**config.mk**
```make
export PLATFORM = sky130hd
export DESIGN_NAME = adco_core
export DESIGN_NICKNAME = d
export VERILOG_FILES = /design/src/logic/adco_pkg.sv /design/src/logic/adco_fifo.sv /design/src/logic/adco_core.sv
export VERILOG_INCLUDE_DIRS = /design/src /design/src/logic
export SDC_FILE = /design/constraint.sdc
export NUM_CORES = 1
export LEC_CHECK = 0
export ABC_AREA = 1
export CORE_AREA = 2 2 224 226
export DETAILED_ROUTE_END_ITERATION = 12
export DIE_AREA = 0 0 226 228
export DONT_BUFFER_PORTS = 1
export PLACE_DENSITY = 0.49
export SLEW_MARGIN = 25
export SYNTH_ARGS = -nofsm -noshare
export SYNTH_HDL_FRONTEND = slang
export SYNTH_SLANG_ARGS = --single-unit
```
**constraint.sdc**
```tcl
create_clock -name clk -period 22.1 [get_ports clk]
set_input_delay 4.42 -clock clk [delete_from_list [all_inputs] [get_ports clk]]
set_output_delay 4.42 -clock clk [all_outputs]
set_load 0.01 [all_outputs]
```
**src/logic/adco_map.svh**
```systemverilog
// Constants for the converter output sequencing block
`ifndef ADCO_MAP_SVH
`define ADCO_MAP_SVH

`define ADCO_SAMPLE_WIDTH     12
`define ADCO_LAT_STAGES       17
`define ADCO_SETTLE_CYC       1000
`define ADCO_FIFO_DEPTH       8
`define ADCO_CLK_PERIOD_PS    25000
`define ADCO_STOP_TIME_NS     1000
`define ADCO_STOP_CYC         ((`ADCO_STOP_TIME_NS * 1000 + `ADCO_CLK_PERIOD_PS - 1) / `ADCO_CLK_PERIOD_PS)

`endif

```
**src/logic/adco_pkg.sv**
```systemverilog
// Types for the converter output sequencing block
`default_nettype none
package adco_pkg;
    typedef enum logic [1:0] {
        ADCO_ST_OFF    = 2'b00,
        ADCO_ST_SETTLE = 2'b01,
        ADCO_ST_RUN    = 2'b10
    } adco_state_t;
endpackage
`default_nettype wire

```
**src/logic/adco_fifo.sv**
```systemverilog
// Sample FIFO with registered read data
`timescale 1ns/1ps
`default_nettype none
module adco_fifo #(
    parameter int W = 12,
    parameter int D = 8
) (
    // Clock and reset
    input  wire logic         clk,
    input  wire logic         reset,
    input  wire logic         ce,
    // Fill side
    input  wire logic         wr_valid,
    output logic              wr_ready,
    input  wire logic [W-1:0] wr_data,
    // Drain side
    output logic              rd_valid,
    input  wire logic         rd_ready,
    output logic [W-1:0]      rd_data
);
    localparam int AW = $clog2(D);

    initial begin
        if (D < 2 || (1 << AW) != D || W < 1) begin
            $error("adco_fifo: depth must be a power of two of at least 2");
        end
    end

    logic [W-1:0]  mem [D];
    logic [AW-1:0] wp_r;
    logic [AW-1:0] rp_r;
    logic [AW:0]   cnt_r;

    wire do_wr = wr_valid && wr_ready;
    wire do_rd = (cnt_r != '0) && (!rd_valid || rd_ready);

    assign wr_ready = (cnt_r != (AW+1)'(D));

    always_ff @(posedge clk) begin
        if (ce && do_wr) begin
            mem[wp_r] <= wr_data;
        end
    end

    always_ff @(posedge clk) begin
        if (reset) begin
            wp_r     <= '0;
            rp_r     <= '0;
            cnt_r    <= '0;
            rd_valid <= 1'b0;
            rd_data  <= '0;
        end else if (ce) begin
            if (do_wr) begin
                wp_r <= wp_r + AW'(1);
            end
            if (do_rd) begin
                rd_data  <= mem[rp_r];
                rp_r     <= rp_r + AW'(1);
                rd_valid <= 1'b1;
            end else if (rd_ready) begin
                rd_valid <= 1'b0;
            end
            cnt_r <= cnt_r + (AW+1)'(do_wr) - (AW+1)'(do_rd);
        end
    end
endmodule // adco_fifo
`default_nettype wire

```
**src/logic/adco_core.sv**
```systemverilog
// Converter output pipeline, wake-up and output-enable sequencing
//
// Overview of operation
// - A sample appears on the data outputs 17.5 sample-clock cycles after capture.
// - Outputs drive within one cycle of enable; timing stable after 1000 cycles.
// - Valid data no later than 1000 sample cycles after leaving power-down.
// - After the sample clock stops and restarts, valid data within 1000 cycles.
// - Falling-edge output clock polarity moves the data window half a period later.
`timescale 1ns/1ps
`default_nettype none
`include "adco_map.svh"
module adco_core #(
    parameter int W        = `ADCO_SAMPLE_WIDTH,
    parameter int LAT      = `ADCO_LAT_STAGES,
    parameter int SETTLE   = `ADCO_SETTLE_CYC,
    parameter int FD       = `ADCO_FIFO_DEPTH,
    parameter int STOP_CYC = `ADCO_STOP_CYC
) (
    // Clock and reset
    input  wire logic         clk,
    input  wire logic         reset,
    input  wire logic         ce,
    // Pins from outside
    input  wire logic         sample_clk,
    input  wire logic [W-1:0] sample_word,
    input  wire logic         out_enable,
    input  wire logic         power_down,
    input  wire logic         output_sample_clock_falling,
    // Parallel output pins
    output logic [W-1:0]      data_out,
    output logic              data_oe,
    output logic              output_sample_clock,
    output logic              data_valid,
    output logic              timing_stable,
    // Buffered sample stream
    output logic [W-1:0]      tap_data,
    output logic              tap_valid,
    input  wire logic         tap_ready,
    output logic              tap_overflow
);
    initial begin
        // Valid data must not be flagged while the delay line still holds stale words
        if (LAT < 1 || SETTLE <= LAT || SETTLE > 65535) begin
            $error("adco_core: settling count must exceed the pipeline depth");
        end
        if (STOP_CYC < 1 || STOP_CYC > 65535) begin
            $error("adco_core: parameter out of range");
        end
    end

    function automatic logic [15:0] sat_inc(input logic [15:0] v, input logic [15:0] lim);
        sat_inc = (v >= lim) ? lim : v + 16'h0001;
    endfunction

    localparam logic [15:0] SETTLE_L = 16'(SETTLE);
    localparam logic [15:0] STOP_L   = 16'(STOP_CYC);

    ////////////////////////////////////////////////////////////////////////////
    // Pin synchronisers
    logic [3:0]   pin_s1_r;
    logic [3:0]   pin_s2_r;
    logic [W-1:0] word_s1_r;
    logic [W-1:0] word_s2_r;
    logic         sclk_prev_r;

    always_ff @(posedge clk) begin
        if (reset) begin
            pin_s1_r    <= 4'h0;
            pin_s2_r    <= 4'h0;
            word_s1_r   <= '0;
            word_s2_r   <= '0;
            sclk_prev_r <= 1'b0;
        end else if (ce) begin
            pin_s1_r    <= {output_sample_clock_falling, power_down, out_enable, sample_clk};
            pin_s2_r    <= pin_s1_r;
            word_s1_r   <= sample_word;
            word_s2_r   <= word_s1_r;
            sclk_prev_r <= pin_s2_r[0];
        end
    end

    wire sclk_s    = pin_s2_r[0];
    wire oe_s      = pin_s2_r[1];
    wire pd_s      = pin_s2_r[2];
    wire pol_s     = pin_s2_r[3];
    wire rise_tick = sclk_s && !sclk_prev_r;
    wire fall_tick = !sclk_s && sclk_prev_r;
    wire upd_tick  = pol_s ? rise_tick : fall_tick;

    ////////////////////////////////////////////////////////////////////////////
    // Sample delay line, one stage per sample-clock rising edge
    logic [W-1:0] dly_r [LAT+1];

    always_ff @(posedge clk) begin
        if (reset) begin
            for (int i = 0; i <= LAT; i++) begin
                dly_r[i] <= '0;
            end
        end else if (ce && rise_tick) begin
            dly_r[0] <= word_s2_r;
            for (int i = 1; i <= LAT; i++) begin
                dly_r[i] <= dly_r[i-1];
            end
        end
    end

    ////////////////////////////////////////////////////////////////////////////
    // Wake-up sequencing
    adco_pkg::adco_state_t st_r;
    adco_pkg::adco_state_t st_nxt;
    logic [15:0] settle_r;
    logic [15:0] idle_r;
    logic [15:0] stable_r;

    wire stopped   = (idle_r == STOP_L);
    wire settle_ok = rise_tick && (settle_r == SETTLE_L - 16'h0001);

    always_comb begin
        st_nxt = st_r;
        unique case (st_r)
            adco_pkg::ADCO_ST_OFF:    if (!pd_s) st_nxt = adco_pkg::ADCO_ST_SETTLE;
            adco_pkg::ADCO_ST_SETTLE: if (settle_ok && !stopped) st_nxt = adco_pkg::ADCO_ST_RUN;
            adco_pkg::ADCO_ST_RUN:    if (stopped) st_nxt = adco_pkg::ADCO_ST_SETTLE;
            default:                  st_nxt = adco_pkg::ADCO_ST_OFF;
        endcase
        if (pd_s) begin
            st_nxt = adco_pkg::ADCO_ST_OFF;
        end
    end

    always_ff @(posedge clk) begin
        if (reset) begin
            st_r     <= adco_pkg::ADCO_ST_OFF;
            settle_r <= 16'h0000;
            idle_r   <= 16'h0000;
            stable_r <= 16'h0000;
        end else if (ce) begin
            st_r   <= st_nxt;
            idle_r <= (rise_tick || fall_tick) ? 16'h0000 : sat_inc(idle_r, STOP_L);
            // Settling count restarts while powered down or while the clock is stopped
            if (st_r != adco_pkg::ADCO_ST_SETTLE || stopped) begin
                settle_r <= 16'h0000;
            end else if (rise_tick) begin
                settle_r <= sat_inc(settle_r, SETTLE_L);
            end
            if (!oe_s || st_r != adco_pkg::ADCO_ST_RUN) begin
                stable_r <= 16'h0000;
            end else if (rise_tick) begin
                stable_r <= sat_inc(stable_r, SETTLE_L);
            end
        end
    end

    wire run_nxt = (st_nxt == adco_pkg::ADCO_ST_RUN);

    ////////////////////////////////////////////////////////////////////////////
    // Output pins
    always_ff @(posedge clk) begin
        if (reset) begin
            data_out            <= '0;
            data_oe             <= 1'b0;
            output_sample_clock <= 1'b0;
            data_valid          <= 1'b0;
            timing_stable       <= 1'b0;
        end else if (ce) begin
            if (!run_nxt) begin
                data_out <= '0;
            end else if (upd_tick) begin
                data_out <= dly_r[LAT];
            end
            data_oe             <= oe_s;
            output_sample_clock <= sclk_s && !pd_s;
            data_valid          <= run_nxt;
            timing_stable       <= run_nxt && oe_s && (stable_r == SETTLE_L);
        end
    end

    ////////////////////////////////////////////////////////////////////////////
    // Buffered stream of valid samples; overflow when the drain side stalls
    logic fill_ready;
    wire  push = ce && upd_tick && run_nxt && oe_s;

    adco_fifo #(
        .W (W),
        .D (FD)
    ) u_fifo (
        .clk      (clk),
        .reset    (reset),
        .ce       (ce),
        .wr_valid (push),
        .wr_ready (fill_ready),
        .wr_data  (dly_r[LAT]),
        .rd_valid (tap_valid),
        .rd_ready (tap_ready),
        .rd_data  (tap_data)
    );

    always_ff @(posedge clk) begin
        if (reset) begin
            tap_overflow <= 1'b0;
        end else if (ce && push && !fill_ready) begin
            tap_overflow <= 1'b1;
        end
    end
endmodule // adco_core
`default_nettype wire

```
==> results of run 1 <==
-- cells by family after synthesis --
| kind of cell | count (synthesis) | share of synthesized area |
|---|---|---|
| simple gates | 562 | 0.131 |
| flops | 435 | 0.693 |
| buf+inv | 351 | 0.0792 |
| compound gates | 234 | 0.0785 |
| fa+ha+maj | 17 | 0.0129 |
| xor+xnor | 10 | 0.00513 |
-- cells in the mapped netlist (9+ instances only) --
| cell | instances |
|---|---|
| o21ai_0 | 106 |
| buf_2 | 16 |
| nand2_2 | 16 |
| xor2_1 | 9 |
| o211ai_1 | 16 |
| nand3_1 | 21 |
| nand2_1 | 127 |
| clkbuf_1 | 46 |
| nor2_1 | 371 |
| o221ai_1 | 12 |
| dfxtp_1 | 123 |
| ha_1 | 16 |
| inv_1 | 275 |
| edfxtp_1 | 312 |
| o22ai_1 | 12 |
| a21oi_1 | 69 |
| nor3_1 | 10 |
| a21oi_2 | 10 |
-- tightest hold or removal path: stages (launching register included) --
cell and delay, ns:
dfxtp_1 0.31, nand2_1 0.06, nor2_1 0.03
-- layout make-up --
type / instances / area, um2
clock buffers: 53 / 1200
repair buffers: 10 / 78.8
fillers: 4842 / 30000
inverters: 280 / 1050
flip-flops and latches: 435 / 11800
clock inverters: 34 / 414
well taps: 672 / 841
multi-input cells: 823 / 3930
-- flip-flops by register name, summed over array words and instances (netlist names), 12 cells and up --
signal	count
stable_r	16
dly_r	216
u_fifo.rd_data	12
word_s1_r	12
settle_r	16
u_fifo.mem	96
word_s2_r	12
data_out	12
idle_r	16
-- power by group --
part | leakage [nW] | switching, mW | internal (mW)
Combinational | 2.37 | 0.0661 | 0.0264
Clock | 0.773 | 0.326 | 0.487
Sequential | 4.13 | 0.0185 | 0.906
-- layer usage --
metal	track usage	wire (um)	up-vias
met2	0.205	14500	101
li1	-	-	5195
met5	0	0	-
met3	0.0227	1010	43
met4	0.0453	665	0
met1	0.151	14100	4795
-- per-stage QoR --
stage | power [mW] | cell area (um2)
final | 1.83 | 19300
after global routing | 1.91 | 19300
after CTS | 1.86 | 19300
after detailed placement | 1.04 | 17700
after global placement | 1.03 | 17700
after floorplan | 1.01 | 17100
-- worst paths after layout --
kind	from	slack, ns	depth (start not counted)	endpoint
max	ce	16.07	3	dly_r[7][10]
min	idle_r[11]	0.44	2	idle_r[11]
max reg2reg	pin_s2_r[0]	19.34	4	dly_r[7][10]
min reg2reg	idle_r[11]	0.44	2	idle_r[11]
==> out/metrics.csv, run 1 <==
metric,value,unit
status,finished clean,
"commonest non-fill, non-tap cell in the layout",nor2_1,
"Buf+Inv Stages, Crit Path",1,
die area,0.0515,mm2
Final #Nets,1634,
H-tree lvl count,2,
Core ar.,0.0493,mm2
row count,82,
register bit total from synthesis,435,
Setup WS pre-CTS,15.14,ns
Max Cap Viol,0,
Main synth FF type,edfxtp_1,
unrepaired setup endpoints after global routing,false,
final setup margin,16.07,ns
Fin. Hold Viols,0,
Inst Count DP,2220,
"Period Utilization, post-route",0.273,
# diodes,0,
peak per-stage delay on the critical path,0.85,ns
CTS tree,yes,
first drt pass iteration count,5,
grt total ovfl,0,
Synth area leader,edfxtp_1,
Worst-Margin Slew,0.981,ns
Min Hold Slack,0.435,ns
worst endpoint required time,22.29,ns
most frequent cells in the layout,"365 x nor2_1, 312 x edfxtp_1, 274 x inv_1, 125 x nand2_1, 123 x dfxtp_1",
initial antenna violation count,0,
cts bufs inserted,47,
Worst slew margin,0.345,
hold_buf cts,0,
setup TNS,0,ns
"Slowest-stage cell, CP",buf_4,
clock-pin transition on the worst setup and hold timing paths,0.06,ns
Layout area overhead,13.3,%
final core occ,0.392,
sequential share of the synthesized area,0.693,
yosys warns,0,
Tightest Hold Check Type,reg2reg,
root buffer cell,clkbuf_16,
"delay-heaviest family, CP",simple AND/OR/NAND/NOR gates,
leakage power,7.27,nW
number of synthesized flops with an enable pin,312,
# IOs,50,
Detail Route Antenna Nets,0,
DRC,0,
routed len/inst,13.1,um
Tmin final,6.03,ns
async set or reset register ratio after synthesis,0,
crit path kind,in2reg,
Sink Count,435,
Area contributors post-synth,"edfxtp_1 55%, dfxtp_1 14%, nor2_1 8.2%",
Horiz. Die Dim,226,um
drt total wl,30300,um
CTS Buffer Depth,3,
Worst setup SP type,primary input,
Syn Nets,1646,
Synth Cell Area,0.0171,mm2
# resized after CTS,0,
post-synth top area share,0.549,
Clock Skews,0.0208,ns
via count,10134,
Worst VDD drop,0.0563,mV
vias in the first global route,9996,
overall die height,228,um
critical-path cell list,nand2_1 > nand2_8 > buf_4,
largest net degree at the start of global routing,101,
Setup Viol. Count Final,0,
gr usage total,0.120,
fmax,166,MHz
RePlAce Congestion,0.757,
initial cell density of the core,0.346,
pwr/cell area,94.6,mW/mm2
global-route wire length before repair,50000,um
DP HPWL,17400,um
Cells after Synth,1609,
syn avg cell area,10.6,um2
worst path arrival time,6.21,ns
input/output buffers,0,
count of different cell masters after synthesis,38,
Starting DRT DRC Count,605,
post-CTS setup buffers,0,
vias per std cell,4.39,
final cell count without fillers,2307,
Worst Setup End Kind,register,
Crit Path Max Fanout,77,
max-slew violations,0,
share of layout cells above drive strength 1,0.0777,
worst skew pair latency,0.58,ns
Note: power is estimated with default switching activity, not from simulation.
==> inputs of run 2 (changes only) <==
--- a/config.mk
+++ b/config.mk
@@ -11,7 +11,7 @@
 export DETAILED_ROUTE_END_ITERATION = 12
 export DIE_AREA = 0 0 226 228
 export DONT_BUFFER_PORTS = 1
-export PLACE_DENSITY = 0.49
+export PLACE_DENSITY = 0.5
 export SLEW_MARGIN = 25
 export SYNTH_ARGS = -nofsm -noshare
 export SYNTH_HDL_FRONTEND = slang
==> constraint.sdc (replaced) <==
create_clock -name clk -period 5.05 [get_ports clk]
set_input_delay 1.01 -clock clk [delete_from_list [all_inputs] [get_ports clk]]
set_output_delay 1.01 -clock clk [all_outputs]
set_load 0.01 [all_outputs]
==> out/metrics.csv, run 2 (synthesized netlist as in run 1, its figures left out) <==
metric,value,unit
Sink Count,435,
CTS Buffer Depth,3,
worst path arrival time,3.04,ns
Final #Nets,1644,
Setup Viol. Count Final,0,
Worst-Margin Slew,0.869,ns
Horiz. Die Dim,226,um
Core ar.,0.0493,mm2
vias per std cell,4.47,
r2r endpoint,u_fifo.mem[4][11],
# diodes,0,
max-slew violations,0,
root buffer cell,clkbuf_16,
Layout area overhead,13.6,%
global-route wire length before repair,51300,um
status,finished clean,
# IOs,50,
hold_buf cts,0,
# resized after CTS,0,
Worst VDD drop,0.202,mV
Max Cap Viol,0,
"commonest non-fill, non-tap cell in the layout",nor2_1,
max FFs per register,216,
cts bufs inserted,48,
CP startpoint,settle_r[0],
Clock Skews,0.0205,ns
setup TNS,0,ns
leakage power,7.35,nW
initial cell density of the core,0.346,
CP endpoint,u_fifo.mem[4][11],
via count,10337,
cell depth of the worst flop-to-flop path,12,
Worst Setup End Kind,register,
pwr/cell area,408,mW/mm2
unrepaired setup endpoints after global routing,false,
Crit Path Max Fanout,7,
RePlAce Congestion,0.762,
initial antenna violation count,0,
R2R Setup Slk,2.28,ns
Setup WS pre-CTS,2.14,ns
die area,0.0515,mm2
largest net degree at the start of global routing,97,
DP HPWL,17600,um
"Period Utilization, post-route",0.548,
Detail Route Antenna Nets,0,
final setup margin,2.28,ns
worst skew pair latency,0.57,ns
H-tree lvl count,2,
post-CTS setup buffers,0,
Starting DRT DRC Count,653,
FF-to-FF Start,settle_r[0],
Worst slew margin,0.420,
Top Registers,"dly_r x216, u_fifo.mem x96",
grt total ovfl,0,
routed len/inst,13.5,um
vias in the first global route,10088,
share of layout cells above drive strength 1,0.0791,
Tightest Hold Check Type,reg2reg,
gr usage total,0.124,
fmax,362,MHz
Tmin final,2.77,ns
CTS tree,yes,
DRC,0,
drt total wl,31300,um
most frequent cells in the layout,"371 x nor2_1, 312 x edfxtp_1, 273 x inv_1, 125 x nand2_1, 122 x dfxtp_1",
first drt pass iteration count,5,
Fin. Hold Viols,0,
overall die height,228,um
row count,82,
Largest Register,dly_r,
clock-pin transition on the worst setup and hold timing paths,0.06,ns
worst endpoint required time,5.32,ns
Worst setup SP type,register,
input/output buffers,0,
crit path kind,reg2reg,
[run 2: metrics by stage]
step	utilization	cell area [um2]	power (mW)	std cells	hold WS [ns]
final	0.393	19400	7.91	2315	0.436
after detailed placement	0.361	17800	4.55	2229	0.428
after CTS	0.393	19400	8.03	2315	0.439
after floorplan	-	17100	4.43	1609	0.417
after global placement	0.361	17800	4.54	2229	0.426
after global routing	0.393	19400	8.25	2315	0.448
[run 2: how the worst min path moves through the flow]
stage	to	startpoint	cells past startpoint	slack, ns
after floorplan	settle_r[13]	settle_r[13]	2	0.42
after CTS	idle_r[9]	idle_r[9]	2	0.44
after global routing	stable_r[12]	stable_r[12]	2	0.45
after global placement	settle_r[12]	settle_r[12]	2	0.43
final	idle_r[14]	idle_r[14]	2	0.44
after detailed placement	idle_r[9]	idle_r[9]	2	0.43
[run 2: layout make-up]
cell class	instances	area, um2
Sequential cell	435	11800
Timing Repair Buffer	19	180
Tap cell	672	841
Clock inverter	22	188
Clock buffer	64	1390
Multi-Input combinational cell	823	3910
Fill cell	4791	30000
Inverter	280	1050
[run 2: report_power, final]
group	internal (mW)	leakage (nW)	switching [mW]
logic	0.121	2.43	0.300
registers	3.96	4.13	0.0735
clock network	2.07	0.782	1.38
total	6.16	7.35	1.75
[run 2: metal layers]
layer / track usage / up-vias / part of all wire
li1: - / 5216 / -
met1: 0.155 / 4957 / 0.46
met2: 0.211 / 115 / 0.48
met3: 0.0289 / 49 / 0.039
met4: 0.0383 / 0 / 0.019
met5: 0 / - / 0
[run 2: worst max-delay path, cell delays in order, from the launching register on]
cell and delay (ns):
dfxtp_1 0.39, ha_1 0.19, nand2_1 0.10, inv_1 0.07, nand2_1 0.08, nor2_2 0.10
nand3_2 0.10, a21oi_4 0.21, nand4_1 0.16, inv_2 0.13, nand2_1 0.11, nor2_1 0.50
buf_4 0.32
==> inputs of run 3 (changes only) <==
--- a/config.mk
+++ b/config.mk
@@ -11,7 +11,7 @@
 export DETAILED_ROUTE_END_ITERATION = 12
 export DIE_AREA = 0 0 226 228
 export DONT_BUFFER_PORTS = 1
-export PLACE_DENSITY = 0.5
+export PLACE_DENSITY = 0.49
 export SLEW_MARGIN = 25
 export SYNTH_ARGS = -nofsm -noshare
 export SYNTH_HDL_FRONTEND = slang
==> constraint.sdc (replaced) <==
create_clock -name clk -period 2.8 [get_ports clk]
set_input_delay 0.56 -clock clk [delete_from_list [all_inputs] [get_ports clk]]
set_output_delay 0.56 -clock clk [all_outputs]
set_load 0.01 [all_outputs]
==> out/metrics.csv, run 3 (synthesized netlist as in run 1, its figures left out) <==
metric,value,unit
status,finished clean,
pwr/cell area,718,mW/mm2
Max Cap Viol,0,
root buffer cell,clkbuf_16,
via count,10372,
Horiz. Die Dim,226,um
Tmin final,2.50,ns
Worst-Margin Slew,0.797,ns
Core ar.,0.0493,mm2
largest net degree at the start of global routing,81,
register area,0.0118,mm2
max-slew violations,0,
setup TNS,0,ns
max FFs per register,216,
Inst Count DP,2233,
hold_buf cts,0,
die area,0.0515,mm2
crit path kind,reg2reg,
"Period Utilization, post-route",0.893,
Layout area overhead,13.3,%
post-CTS setup buffers,0,
RePlAce Congestion,0.748,
clock-pin transition on the worst setup and hold timing paths,0.06,ns
worst endpoint required time,3.20,ns
Filler Cells Inserted,4859,
Starting DRT DRC Count,534,
Top Registers,"dly_r x216, u_fifo.mem x96",
share of layout cells above drive strength 1,0.0752,
vias per std cell,4.47,
final cell count without fillers,2322,
unrepaired setup endpoints after global routing,false,
Final Power,13.9,mW
grt total ovfl,0,
drt total wl,30700,um
initial cell density of the core,0.346,
"commonest non-fill, non-tap cell in the layout",nor2_1,
cts bufs inserted,48,
H-tree lvl count,2,
Final Cell Area,0.0193,mm2
Placed Instance Area,0.0179,mm2
fmax,400,MHz
# diodes,0,
met3 usage,0.0252,
Worst slew margin,0.468,
Detail Route Antenna Nets,0,
Setup Viol. Count Final,0,
final core occ,0.392,
DP HPWL,18100,um
routed len/inst,13.2,um
DRC,0,
Clock Skews,0.0181,ns
Largest Register,dly_r,
input/output buffers,0,
Crit Path Max Fanout,5,
Worst VDD drop,0.496,mV
global-route wire length before repair,51600,um
GR Util met2,0.202,
CP startpoint,settle_r[1],
Tightest Hold Check Type,in2reg,
Sink Count,435,
vias in the first global route,10182,
leakage power,7.31,nW
# resized after CTS,0,
CTS tree,yes,
worst path arrival time,2.90,ns
most frequent cells in the layout,"371 x nor2_1, 312 x edfxtp_1, 274 x inv_1, 125 x nand2_1, 123 x dfxtp_1",
hold_sp,reset,
# IOs,50,
Multi-input gate area,0.00391,mm2
Fin. Hold Viols,0,
worst skew pair latency,0.56,ns
grt peak-use layer,met2,
first drt pass iteration count,5,
CTS Buffer Depth,3,
FF-to-FF Start,settle_r[1],
M1 GR Usage,0.160,
overall die height,228,um
Worst Setup End Kind,register,
Final #Nets,1648,
gr usage total,0.122,
initial antenna violation count,0,
row count,82,
Worst setup SP type,register,
[run 3: worst max-delay path, stage by stage (launching register included)]
cell and delay [ns]:
dfxtp_1 0.40, ha_1 0.20, nand2_1 0.09, inv_1 0.07, nand2_1 0.08, nor2_2 0.09
nand3_2 0.09, a21oi_4 0.20, nand4_1 0.15, inv_2 0.13, ha_1 0.19, fa_1 0.41
o21ai_0 0.17, a21oi_1 0.05
[run 3: area by class of cell]
class / instances / area share
clock inverters: 22 / 0.00705
repair buffers: 23 / 0.0135
inverters: 280 / 0.0543
flip-flops and latches: 435 / 0.612
clock buffers: 67 / 0.0680
multi-input cells: 823 / 0.202
well taps: 672 / 0.0435
[run 3: worst paths after layout]
path	to	slack, ns	cells after the start
min	stable_r[6]	0.07	1
max	u_fifo.cnt_r[1]	0.30	13
min reg2reg	idle_r[14]	0.44	2
max reg2reg	u_fifo.cnt_r[1]	0.30	13
[run 3: per-layer routing]
layer	share of wire	routed length (um)	vias up
met5	0	0	-
met4	0.025	775	0
met3	0.039	1210	58
met2	0.47	14400	142
met1	0.47	14400	4944
li1	-	-	5228
[run 3: through the flow]
| step | setup slack (ns) | hold WS (ns) |
|---|---|---|
| 2_1_floorplan | 0.510 | 0.417 |
| 3_3_place_gp | 0.413 | 0.426 |
| 3_5_place_dp | 0.330 | 0.429 |
| 4_1_cts | 0.302 | 0.0297 |
| 5_1_grt | 0.0870 | 0.0341 |
| 6_report | 0.300 | 0.0742 |
[run 3: report_power, final]
| group | internal (mW) | switching (mW) |
|---|---|---|
| Combinational | 0.228 | 0.550 |
| Sequential | 7.15 | 0.129 |
| Clock | 3.36 | 2.47 |
| Total | 10.7 | 3.15 |
